**src/include/torque_off_pkg.sv**
```systemverilog
package torque_off_pkg;

	// ----------------------------------------
	// Widths
	// ----------------------------------------
	localparam int PWM_W    = 6;
	localparam int DRV_IN_W = 4;
	localparam int CNT_W    = 44;

	// ----------------------------------------
	// Timing
	// ----------------------------------------
	localparam longint unsigned CLK_HZ          = 125_000_000;
	localparam longint unsigned FIRST_TEST_MS   = 20;
	localparam longint unsigned TEST_PERIOD_H   = 24;
	localparam longint unsigned RETRY_S         = 5;
	localparam longint unsigned TEST_PULSE_US   = 430;
	// Longest waits round down, the pulse is a least time and rounds up
	localparam longint unsigned FIRST_TEST_CYC  = FIRST_TEST_MS * CLK_HZ / 1000;
	localparam longint unsigned TEST_PERIOD_CYC = TEST_PERIOD_H * 3600 * CLK_HZ;
	localparam longint unsigned RETRY_CYC       = RETRY_S * CLK_HZ;
	localparam longint unsigned TEST_PULSE_CYC  = (TEST_PULSE_US * CLK_HZ + 999_999) / 1_000_000;

	// ----------------------------------------
	// Reset values
	// ----------------------------------------
	localparam logic            INDICATOR_RST   = 1'b0;
	localparam logic            FAULT_RST       = 1'b0;

	// ----------------------------------------
	// States
	// ----------------------------------------
	typedef enum logic [2:0] {
		DRV_DISABLED = 3'b001,
		DRV_ENABLED  = 3'b010,
		DRV_DECEL    = 3'b100
	} drive_state_type;

	typedef enum logic [4:0] {
		TST_IDLE   = 5'b00001,
		TST_WAIT   = 5'b00010,
		TST_PULSE  = 5'b00100,
		TST_PASSED = 5'b01000,
		TST_FAILED = 5'b10000
	} test_state_type;

endpackage

```
**src/channel_self_test.sv**
```systemverilog
`timescale 1ns/1ps
module channel_self_test
	import torque_off_pkg::*;
#(
	parameter longint unsigned FIRST_CYC  = FIRST_TEST_CYC,
	parameter longint unsigned PERIOD_CYC = TEST_PERIOD_CYC,
	parameter longint unsigned RETRY_WAIT = RETRY_CYC,
	parameter longint unsigned PULSE_CYC  = TEST_PULSE_CYC
) (
	input  wire logic clk,
	input  wire logic rst,
	input  wire logic energized,
	input  wire logic resp_a,
	input  wire logic resp_b,
	output logic      test_pulse,
	output logic      fault
);

	test_state_type   state_reg;
	logic [CNT_W-1:0] cnt_reg;
	logic             cnt_zero;

	function automatic logic [CNT_W-1:0] load(input longint unsigned cyc);
		load = CNT_W'(cyc - 1);
	endfunction

	assign cnt_zero   = (cnt_reg == '0);
	assign test_pulse = (state_reg == TST_PULSE);

	// ----------------------------------------
	// Sequencer
	// ----------------------------------------
	always_ff @(posedge clk) begin
		if (rst) begin
			state_reg <= TST_IDLE;
			cnt_reg   <= '0;
		end else begin
			case (state_reg)
				TST_IDLE: if (energized) begin
					state_reg <= TST_WAIT;
					cnt_reg   <= load(FIRST_CYC);
				end
				TST_WAIT, TST_PASSED: begin
					if (!energized) begin
						state_reg <= TST_IDLE;
					end else if (cnt_zero) begin
						state_reg <= TST_PULSE;
						cnt_reg   <= load(PULSE_CYC);
					end else begin
						cnt_reg <= cnt_reg - 1'b1;
					end
				end
				TST_PULSE: begin
					if (!energized && !fault) begin
						state_reg <= TST_IDLE;
					end else if (cnt_zero && resp_a && resp_b) begin
						state_reg <= TST_PASSED;
						cnt_reg   <= load(PERIOD_CYC);
					end else if (cnt_zero) begin
						state_reg <= TST_FAILED;
						cnt_reg   <= load(RETRY_WAIT);
					end else begin
						cnt_reg <= cnt_reg - 1'b1;
					end
				end
				TST_FAILED: begin
					// Retest only with both channels up; fault stays meanwhile
					if (cnt_zero && energized) begin
						state_reg <= TST_PULSE;
						cnt_reg   <= load(PULSE_CYC);
					end else if (cnt_zero) begin
						cnt_reg <= load(RETRY_WAIT);
					end else begin
						cnt_reg <= cnt_reg - 1'b1;
					end
				end
				default: state_reg <= TST_IDLE;
			endcase
		end
	end

	// ----------------------------------------
	// Fault latch
	// ----------------------------------------
	always_ff @(posedge clk) begin
		if (rst) begin
			fault <= FAULT_RST;
		end else if (test_pulse && cnt_zero && energized) begin
			fault <= !(resp_a && resp_b);
		end
	end

	fail_latch_a: assert property (@(posedge clk) disable iff (rst)
		test_pulse && cnt_zero && energized && !resp_a |=> fault && state_reg == TST_FAILED)
		else $error("failed test did not latch fault");
	fault_hold_a: assert property (@(posedge clk) disable iff (rst)
		fault && !test_pulse |=> fault)
		else $error("fault cleared without passing test");
	first_test_c: cover property (@(posedge clk) disable iff (rst)
		state_reg == TST_PULSE ##1 state_reg == TST_PASSED);
	retest_c: cover property (@(posedge clk) disable iff (rst)
		state_reg == TST_FAILED ##1 state_reg == TST_PULSE);

endmodule

```
**src/torque_off_gate.sv**
```systemverilog
`timescale 1ns/1ps
// Operation
// - PWM only with both channels and enable
// - Either channel lost forces safe torque off
// - Floating channel counts as de-energized
// - Assignable status output for torque-off disable
// - Status output polarity selectable
// - Single enable input enables when energized
// - Several enable inputs combine by AND
// - Enable loss may start controlled deceleration
// - Safe state follows channel loss, not stop
// - Core cannot override the torque-off gating
// - Periodic channel self-test, fault forces safe state
module torque_off_gate
	import torque_off_pkg::*;
#(
	parameter longint unsigned FIRST_CYC  = FIRST_TEST_CYC,
	parameter longint unsigned PERIOD_CYC = TEST_PERIOD_CYC,
	parameter longint unsigned RETRY_WAIT = RETRY_CYC,
	parameter longint unsigned PULSE_CYC  = TEST_PULSE_CYC
) (
	input  wire logic                clk,
	input  wire logic                rst,
	input  wire logic                channel_a_input_pin,
	input  wire logic                channel_b_input_pin,
	input  wire logic                test_resp_a_pin,
	input  wire logic                test_resp_b_pin,
	input  wire logic [DRV_IN_W-1:0] drive_input_pins,
	input  wire logic [DRV_IN_W-1:0] enable_select,
	input  wire logic                decel_on_disable,
	input  wire logic                decel_done,
	input  wire logic                indicator_assign,
	input  wire logic                indicator_active_high,
	input  wire logic [PWM_W-1:0]    pwm_request,
	output logic      [PWM_W-1:0]    pwm_out,
	output logic                     torque_off_active,
	output logic                     torque_off_indicator,
	output logic                     decel_request,
	output logic                     drive_enabled,
	output logic                     test_pulse,
	output logic                     self_test_fault
);

	// ----------------------------------------
	// Synchronisers
	// ----------------------------------------
	logic [1:0]          ch_a_meta, ch_b_meta;
	logic [1:0]          resp_meta;
	logic [DRV_IN_W-1:0] drv_meta, drv_sync;
	logic                torque_off_channel_a, torque_off_channel_b;
	logic [1:0]          resp_sync;

	always_ff @(posedge clk) begin
		if (rst) begin
			ch_a_meta <= '0;
			ch_b_meta <= '0;
		end else begin
			// Reset low: a channel is off until seen energized
			ch_a_meta <= {ch_a_meta[0], channel_a_input_pin};
			ch_b_meta <= {ch_b_meta[0], channel_b_input_pin};
		end
	end
	assign torque_off_channel_a = ch_a_meta[1];
	assign torque_off_channel_b = ch_b_meta[1];

	always_ff @(posedge clk) begin
		if (rst) begin
			drv_meta  <= '0;
			drv_sync  <= '0;
			resp_meta <= '0;
			resp_sync <= '0;
		end else begin
			drv_meta  <= drive_input_pins;
			drv_sync  <= drv_meta;
			resp_meta <= {test_resp_b_pin, test_resp_a_pin};
			resp_sync <= resp_meta;
		end
	end

	// ----------------------------------------
	// Channel self-test
	// ----------------------------------------
	logic both_energized;
	assign both_energized = torque_off_channel_a && torque_off_channel_b;

	channel_self_test #(
		.FIRST_CYC  (FIRST_CYC),
		.PERIOD_CYC (PERIOD_CYC),
		.RETRY_WAIT (RETRY_WAIT),
		.PULSE_CYC  (PULSE_CYC)
	) u_self_test (
		.clk        (clk),
		.rst        (rst),
		.energized  (both_energized),
		.resp_a     (resp_sync[0]),
		.resp_b     (resp_sync[1]),
		.test_pulse (test_pulse),
		.fault      (self_test_fault)
	);

	// ----------------------------------------
	// Enable combination
	// ----------------------------------------
	function automatic logic enables_met(input logic [DRV_IN_W-1:0] lvl,
		input logic [DRV_IN_W-1:0] sel);
		// No enable configured means never enabled
		enables_met = (|sel) && (&(lvl | ~sel));
	endfunction

	logic enable_ok;
	logic sto_clear;
	assign enable_ok = enables_met(drv_sync, enable_select);
	// Self-test fault counts as torque off so the core cannot lift it
	assign sto_clear = both_energized && !self_test_fault;

	// ----------------------------------------
	// Drive state
	// ----------------------------------------
	drive_state_type drv_reg;

	always_ff @(posedge clk) begin
		if (rst) begin
			drv_reg <= DRV_DISABLED;
		end else begin
			case (drv_reg)
				DRV_DISABLED: if (sto_clear && enable_ok) begin
					drv_reg <= DRV_ENABLED;
				end
				DRV_ENABLED: begin
					if (!sto_clear) begin
						drv_reg <= DRV_DISABLED;
					end else if (!enable_ok && decel_on_disable) begin
						drv_reg <= DRV_DECEL;
					end else if (!enable_ok) begin
						drv_reg <= DRV_DISABLED;
					end
				end
				DRV_DECEL: begin
					// Torque stays until the channels drop, a self-test fault latches or the core stops
					if (!sto_clear || decel_done) begin
						drv_reg <= DRV_DISABLED;
					end
				end
				default: drv_reg <= DRV_DISABLED;
			endcase
		end
	end

	assign drive_enabled = (drv_reg != DRV_DISABLED);
	assign decel_request = (drv_reg == DRV_DECEL);

	// ----------------------------------------
	// PWM gate
	// ----------------------------------------
	// Raw pins gate directly: a channel loss cuts PWM with no clock,
	// and a pin pulled low when open reads as off
	logic gate_open;
	assign gate_open = channel_a_input_pin && channel_b_input_pin
		&& drive_enabled && !self_test_fault;
	assign pwm_out   = pwm_request & {PWM_W{gate_open}};

	// ----------------------------------------
	// Status
	// ----------------------------------------
	assign torque_off_active = !sto_clear;

	always_ff @(posedge clk) begin
		if (rst) begin
			torque_off_indicator <= INDICATOR_RST ^ !indicator_active_high;
		end else begin
			torque_off_indicator <= (indicator_assign && !sto_clear)
				^ !indicator_active_high;
		end
	end

	// ----------------------------------------
	// Checks
	// ----------------------------------------
	pwm_gating_a: assert property (@(posedge clk) disable iff (rst)
		pwm_out != '0 |-> channel_a_input_pin && channel_b_input_pin && drive_enabled)
		else $error("pwm active without both channels and enable");
	channel_loss_a: assert property (@(posedge clk) disable iff (rst)
		!both_energized |=> !drive_enabled)
		else $error("drive stayed enabled after channel loss");
	open_channel_a: assert property (@(posedge clk) disable iff (rst)
		!(channel_a_input_pin && channel_b_input_pin) |-> pwm_out == '0)
		else $error("pwm active with channel off");
	indicator_pol_a: assert property (@(posedge clk) disable iff (rst)
		1'b1 |=> torque_off_indicator ==
		(($past(indicator_assign) && !$past(sto_clear)) ^ !$past(indicator_active_high)))
		else $error("indicator level wrong");
	enable_and_a: assert property (@(posedge clk) disable iff (rst)
		drv_reg == DRV_DISABLED ##1 drv_reg == DRV_ENABLED |->
		&($past(drv_sync) | ~$past(enable_select)) && $past(enable_select) != '0)
		else $error("enabled without all enable inputs active");
	decel_entry_a: assert property (@(posedge clk) disable iff (rst)
		drv_reg == DRV_ENABLED && sto_clear && !enable_ok && decel_on_disable
		|=> decel_request)
		else $error("controlled deceleration not started");
	decel_torque_a: assert property (@(posedge clk) disable iff (rst)
		decel_request && channel_a_input_pin && channel_b_input_pin && !self_test_fault
		|-> pwm_out == pwm_request)
		else $error("torque cut on stop request before channel loss");
	sync_delay_a: assert property (@(posedge clk) disable iff (rst)
		##2 torque_off_channel_a == $past(channel_a_input_pin, 2))
		else $error("channel sync not two stages");
	fault_safe_a: assert property (@(posedge clk) disable iff (rst)
		self_test_fault |-> pwm_out == '0 && torque_off_active)
		else $error("self-test fault did not force safe state");

	enable_c: cover property (@(posedge clk) disable iff (rst)
		drv_reg == DRV_DISABLED ##1 drv_reg == DRV_ENABLED);
	cat1_stop_c: cover property (@(posedge clk) disable iff (rst)
		drv_reg == DRV_DECEL ##[1:20] !sto_clear);
	indicator_c: cover property (@(posedge clk) disable iff (rst)
		indicator_assign && torque_off_active);

endmodule

```
**config.mk**
```make
export PLATFORM = sky130hd
export DESIGN_NAME = torque_off_gate
export DESIGN_NICKNAME = d
export VERILOG_FILES = /design/src/include/torque_off_pkg.sv /design/src/channel_self_test.sv /design/src/torque_off_gate.sv
export SDC_FILE = /design/constraint.sdc
export NUM_CORES = 1
export LEC_CHECK = 0
export ABC_AREA = 1
export BUFFER_PORTS_ARGS = -buffer_cell sky130_fd_sc_hd__buf_4
export CAP_MARGIN = 20
export CORE_ASPECT_RATIO = 1.5
export CORE_MARGIN = 10
export CORE_UTILIZATION = 50
export DETAILED_ROUTE_END_ITERATION = 10
export GPL_ROUTABILITY_DRIVEN = 0
export GPL_TIMING_DRIVEN = 0
export PLACE_DENSITY = 0.71
export RECOVER_POWER = 100
export SYNTH_ARGS = -nofsm -noshare
export SYNTH_HDL_FRONTEND = slang
export SYNTH_SLANG_ARGS = --single-unit
```
**constraint.sdc**
```tcl
create_clock -name clk -period 2.14 [get_ports clk]
set_input_delay 0.428 -clock clk [delete_from_list [all_inputs] [get_ports clk]]
set_output_delay 0.428 -clock clk [all_outputs]
set_load 0.005 [all_outputs]
```
# Word-level counts from Yosys, hierarchy flattened
# Index checks and enable logic that the tools add are counted.
# word_totals
input_bits	24
output_inout_bits	12
elab_cells	88
register_bits	70
# op_classes
bitwise_logic	4
n_mux	23
eq_ne	18
add_sub_neg	1
reduce_logical	31
# ops
cell	count
$mux 44	7
$pmux 44 s4	1
$logic_not 44->1	1
$sub 44x1->44 const B	1
$mux 5	7
$pmux 5 s4	1
$logic_and 1x1->1	16
$mux 3	5
$reduce_and 4->1	3
$pmux 3 s3	1
$ne 2x2->1 const B	4
$ne 4x4->1 const B	2
$and 6x6->6	1
$logic_not 1->1	6
$eq 5x1->1 const B	1
$eq 5x2->1 const B	1
$eq 5x3->1 const B	1
$eq 5x4->1 const B	1
$eq 5x5->1 const B	1
$ne 2x1->1 const B	2
$not 4->4	1
$or 4x4->4	1
$reduce_bool 4->1	1
$reduce_or 4->1	1
10 further kinds	10

# Longest topological paths before layout
# depth
word_depth	9
ltp_mapped	15
depth_no_buf	15

# Cells and area by module
# A second synthesis with hierarchy kept.
# unflattened
cells_unflattened	657
hier_area_um2	4207.8
# by_module_without_submodules
mod	area_each_um2	seq_area_each_um2	cells_per_inst	n_inst
channel_self_test	3363.2	1001.0	541	1
torque_off_gate	844.6	400.4	116	1

# Least setup slack after synthesis
# Ideal clock, no wire load.
# synth_timing
path_type	register to register
startpoint	register u_self_test.cnt_reg[0]
endpoint	register u_self_test.cnt_reg[34]
n_path_buf	0
arrival_ns	1.551
path_slack_ns	0.479
setup_ns	0.110
period_less_slack_ns	1.661
t_required_ns	2.030
stages_incl_launch_ff	15
cell_sequence	dfxtp_1 -> inv_1 -> ha_1 -> inv_1 -> nor2_1 -> nand2_1 -> nor2_1 -> nand2_1 -> nor2_2 -> nand2_2 -> nand2_4 -> inv_2 -> o21ai_4 -> nand3b_1 -> inv_1
# synth_between
elab_chain_cells	6
word_cells_on_any_way	12
classes_between	add/sub: 1; mux: 7; reduce/logical: 4
# synth_lines
element	line	text
start: declaration	channel_self_test.sv:20	logic [CNT_W-1:0] cnt_reg;
start signal: assignment	channel_self_test.sv:41	cnt_reg <= load(FIRST_CYC);
start signal: assignment	channel_self_test.sv:48	cnt_reg <= load(PULSE_CYC);
start signal: assignment	channel_self_test.sv:50	cnt_reg <= cnt_reg - 1'b1;
branches (longest 5 deep; another with $sub 44x1->44)	n/a	
$pmux 44 s4 *	channel_self_test.sv:38	case (state_reg)
# Mark *: on every way between the ends. The select of a mux whose other input is x is not followed.
# A chain may end at the register's enable or synchronous reset.

# Worst setup path after layout
# Ends and elaborated chain as after synthesis.

==> results.md <==
| Stage | Item | Reported |
|---|---|---|
| run status | Result of the run | complete, no violations |
| timing | Portion of the clock cycle consumed by the worst path in the final layout | 93.4% |
| pwr | Maximum ir drop on the vdd rail | 0.000813 V |
| global route | Pin count of the biggest net entering global routing | 11 |
| layout | Final standard cell area without fillers | 0.00509 sq mm |
| yosys | Cell type contributing the most total cell area after synthesis | dfxtp_1 |
| timing | Max-slew violation total from the final report | 0 |
| die | Core outline area | 0.00846 sq mm |
| pwr | Total power density per cell area | 1580 mW/mm^2 |
| routing | Detailed Routing Iterations Pass 1 | 5 |
| pwr | Cell internal power dissipation | 3.99 mW |
| yosys | Top post-synthesis cells by area | dfxtp_1 32%, nand2_1 13%, nor2_1 11% |
| pwr | Share of power burned in registers | 21.9% |
| worst setup path | Cell-by-cell listing of the critical path | inv_1 -> ha_1 -> nand2_1 -> nor2_4 -> nand3_1 -> inv_1 -> nand3_1 -> nor3_2 -> nand3_1 -> nand3b_1 -> inv_1 |
| pwr | Combinational share of power | 61.7% |
| yosys | Sequential-to-total area share from yosys stat | 32.3% |
| cts | Clock insertion delay at the later pin of the skew report | 0.34 ns |
| place | Port Buf Inserts | 34 |
| routing | Sum of routed wire length over all layers | 13.4 mm |
| yosys | Warnings, synthesis | 0 |
| cts | Number of buffers added by the clock tree synthesis step | 9 |
| yosys | Post-Synthesis Cell Area | 0.00434 sq mm |
| pwr | Net switching share of the total power | 50.5% |
| die | Floorplan die width | 96.1 um |
| global route | Global routing usage summed across all routing layers | 21.6% |
| die | Row count | 41 |
| yosys | Fraction of synthesized cell area taken by the top area cell type | 32.3% |
| cts | Clock transition at the registers of the reported paths | 0.05 ns |
| routing | Routed len/inst | 15.9 um |
| layout | Fraction of final layout cells sized beyond drive strength 1 | 15.1% |
| yosys | Mapped Avg Cell Area | 6.33 sq um |
| layout | NumNets Final | 763 |
| layout | Area used by multi-input combinational logic | 0.00254 sq mm |
| cts | Root Driver | clkbuf_16 |
| cts | Bufs on Longest Clock Path | 2 |
| global route | First-pass GRT wire length | 21.7 mm |
| global route | Remaining global-route overflow | 0 |
| layout | Non-filler cells in the finished layout | 847 |
| routing | Total number of vias | 4634 |
| worst setup path | Crit. End Element | flip-flop |
| layout | Antenna diode instance count | 0 |
| layout | Layout overhead on the synthesized area | 17.3% |
| cts | Clock H-tree levels | 3 |
| timing | Post-layout worst setup margin | 0.140 ns |
| layout | Most common cell after layout, fill and taps aside | nand2_1 |
| timing | Final-report hold violation count | 0 |
| worst setup path | Worst Path Buf+Inv | 3 |
| yosys | Cells after synthesis | 685 |
| layout | Most frequent cells in the layout | 146 x nand2_1, 120 x nor2_1, 88 x inv_1, 70 x dfxtp_1, 56 x nand3_1 |
| worst setup path | Startpoint Class | flip-flop |
| pwr | Total chip power | 8.06 mW |
| worst hold path | Worst min path class | primary input to flip-flop |
| routing | Number of nets with antenna violations after routing | 0 |
| routing | Total DRC errors in the routed layout | 0 |
| worst setup path | Biggest cell delay along the critical path | 0.31 ns |
| yosys | FF+latch count, synth | 70 |
| global route | Antenna violations before repair | 0 |
| run | Number of maximum-capacitance violations | 0 |
| pwr | NetSw | 4.07 mW |
| timing | Final Critical Period | 2.00 ns |
| place | Number of cells in the design after placement | 826 |
| place | Detailed Place HPWL | 10.4 mm |
| pwr | Relative contribution of the clock network to total power | 16.4% |
| die | Die area | 0.0129 sq mm |
| cts | Sink Count | 70 |
| worst setup path | Cell family with most CP delay | simple AND/OR/NAND/NOR gates |
| timing | Top achievable clock speed | 500 MHz |
| worst setup path | Data required time of the worst path | 2.38 ns |
| global route | Vias in the first global route | 4612 |
| layout | Filler cell count in the final layout | 815 |
| cts | Hold-fix buffer count after cts | 0 |
| yosys | Number of flops mapped to enable cells by yosys | 0 |
| yosys | Synth Net Count | 711 |
| worst setup path | CP arrival | 2.24 ns |
| die | I/O Pins | 36 |
| routing | Drt initial violations | 339 |
| pwr | Pleak | 2.52 nW |
| timing | Setup violations, final | 0 |
| layout | Largest register FFs | 44 |
| timing | Max-slew headroom at the worst pin | 55.4% |
| place | Placed instance area | 0.00473 sq mm |
| cts | Clock tree from TritonCTS | yes |
| worst setup path | Crit path max fanout | 6 |
| timing | Transition time of the tightest slew-check pin | 0.669 ns |
| worst setup path | Slowest cell on the critical path | dfxtp_1 |
| routing | Post-DR vias/cell | 5.47 |
| timing | Final setup skew | 0.00733 ns |
| yosys | Top_reg_cell synth | dfxtp_1 |
| die | Die extent in y | 134 um |
| layout | Sequential cell area | 0.00140 sq mm |
| die | Starting density of the core | 51.3% |
| worst setup path | Category of the critical setup timing path | flip-flop to flip-flop |
| yosys | Count of different cell masters after synthesis | 42 |
| yosys | Synth async-reset ratio | 0% |
| place | Minimum setup slack after placement | -0.0168 ns |
power by group through the flow:
stage          Combinational [mW]  Sequential, mW  Clock [mW]
2_1_floorplan                3.48            1.72           0
3_3_place_gp                 4.56            1.77           0
3_5_place_dp                 4.62            1.78           0
4_1_cts                      4.64            1.76        1.34
5_1_grt                      5.48            1.79        1.39
6_report                     4.97            1.77        1.32
timing repair:
action,4_1_cts,5_1_grt
setup endpoints to repair,0,41
resized for setup,0,14
setup buffers,0,7
hold endpoints to repair,0,0
final timing paths:
path / start / cells after the start / to / slack [ns]
max: u_self_test.cnt_reg[0] / 11 / u_self_test.cnt_reg[34] / 0.14
min: indicator_active_high / 2 / torque_off_indicator / 0.28
max reg2reg: u_self_test.cnt_reg[0] / 11 / u_self_test.cnt_reg[34] / 0.14
min reg2reg: ch_a_meta[0] / 2 / ch_a_meta[1] / 0.40
routing by layer:
metal  share of wire, %  GRT usage [%]  vias up
met4                7.4           19.7        0
met3                5.4           5.31       61
li1                   -              -     2302
met5                  0              0        -
met1                 37           20.4     2092
met2                 50           36.5      179
synthesized netlist by cell type, types with 2 or more instances:
library cell and n:
nand2_1 146, nor2_1 124, inv_1 89, dfxtp_1 70, nand3_1 57, a21oi_1 53, o21ai_0 22, nor2_2 14
nor3_1 12, xor2_1 12, nand4_1 10, clkbuf_1 7, xnor2_1 7, nand3b_1 6, inv_2 5, nand2_2 5
buf_6 4, nand3_2 4, nor2_4 4, a22oi_1 3, or2_2 3, buf_2 2, buf_4 2, ha_1 2
nor4_1 2, o211ai_1 2, o21bai_1 2, o2bb2ai_1 2
logic make-up (layout without fill, tap and decap cells):
| family | after synthesis | in the layout | synth area share (%) |
|---|---|---|---|
| fa+ha+maj | 2 | 2 | 0.577 |
| xor+xnor | 19 | 19 | 3.84 |
| compound gates | 92 | 92 | 12.2 |
| flops | 70 | 70 | 32.3 |
| buf+inv | 109 | 164 | 10.4 |
| simple gates | 393 | 393 | 40.7 |
stage by stage:
step / util [%] / hold WS [ns] / TNS, ns
3_3_place_gp: 55.9 / 0.389 / 0
3_5_place_dp: 55.9 / 0.395 / -0.0315
6_report: 60.1 / 0.275 / 0
2_1_floorplan: - / 0.388 / 0
4_1_cts: 58.9 / 0.274 / 0
5_1_grt: 60.1 / 0.286 / -0.0169
layout make-up:
cell class / count / share of cell area (%)
Multi-Input combinational cell: 506 / 50.0
Sequential cell: 70 / 27.5
Inverter: 94 / 6.93
Timing Repair Buffer: 41 / 6.02
Clock buffer: 12 / 4.84
Tap cell: 107 / 2.63
Buffer: 15 / 1.89
Clock inverter: 2 / 0.197
Power figures use the tool's default switching activity.
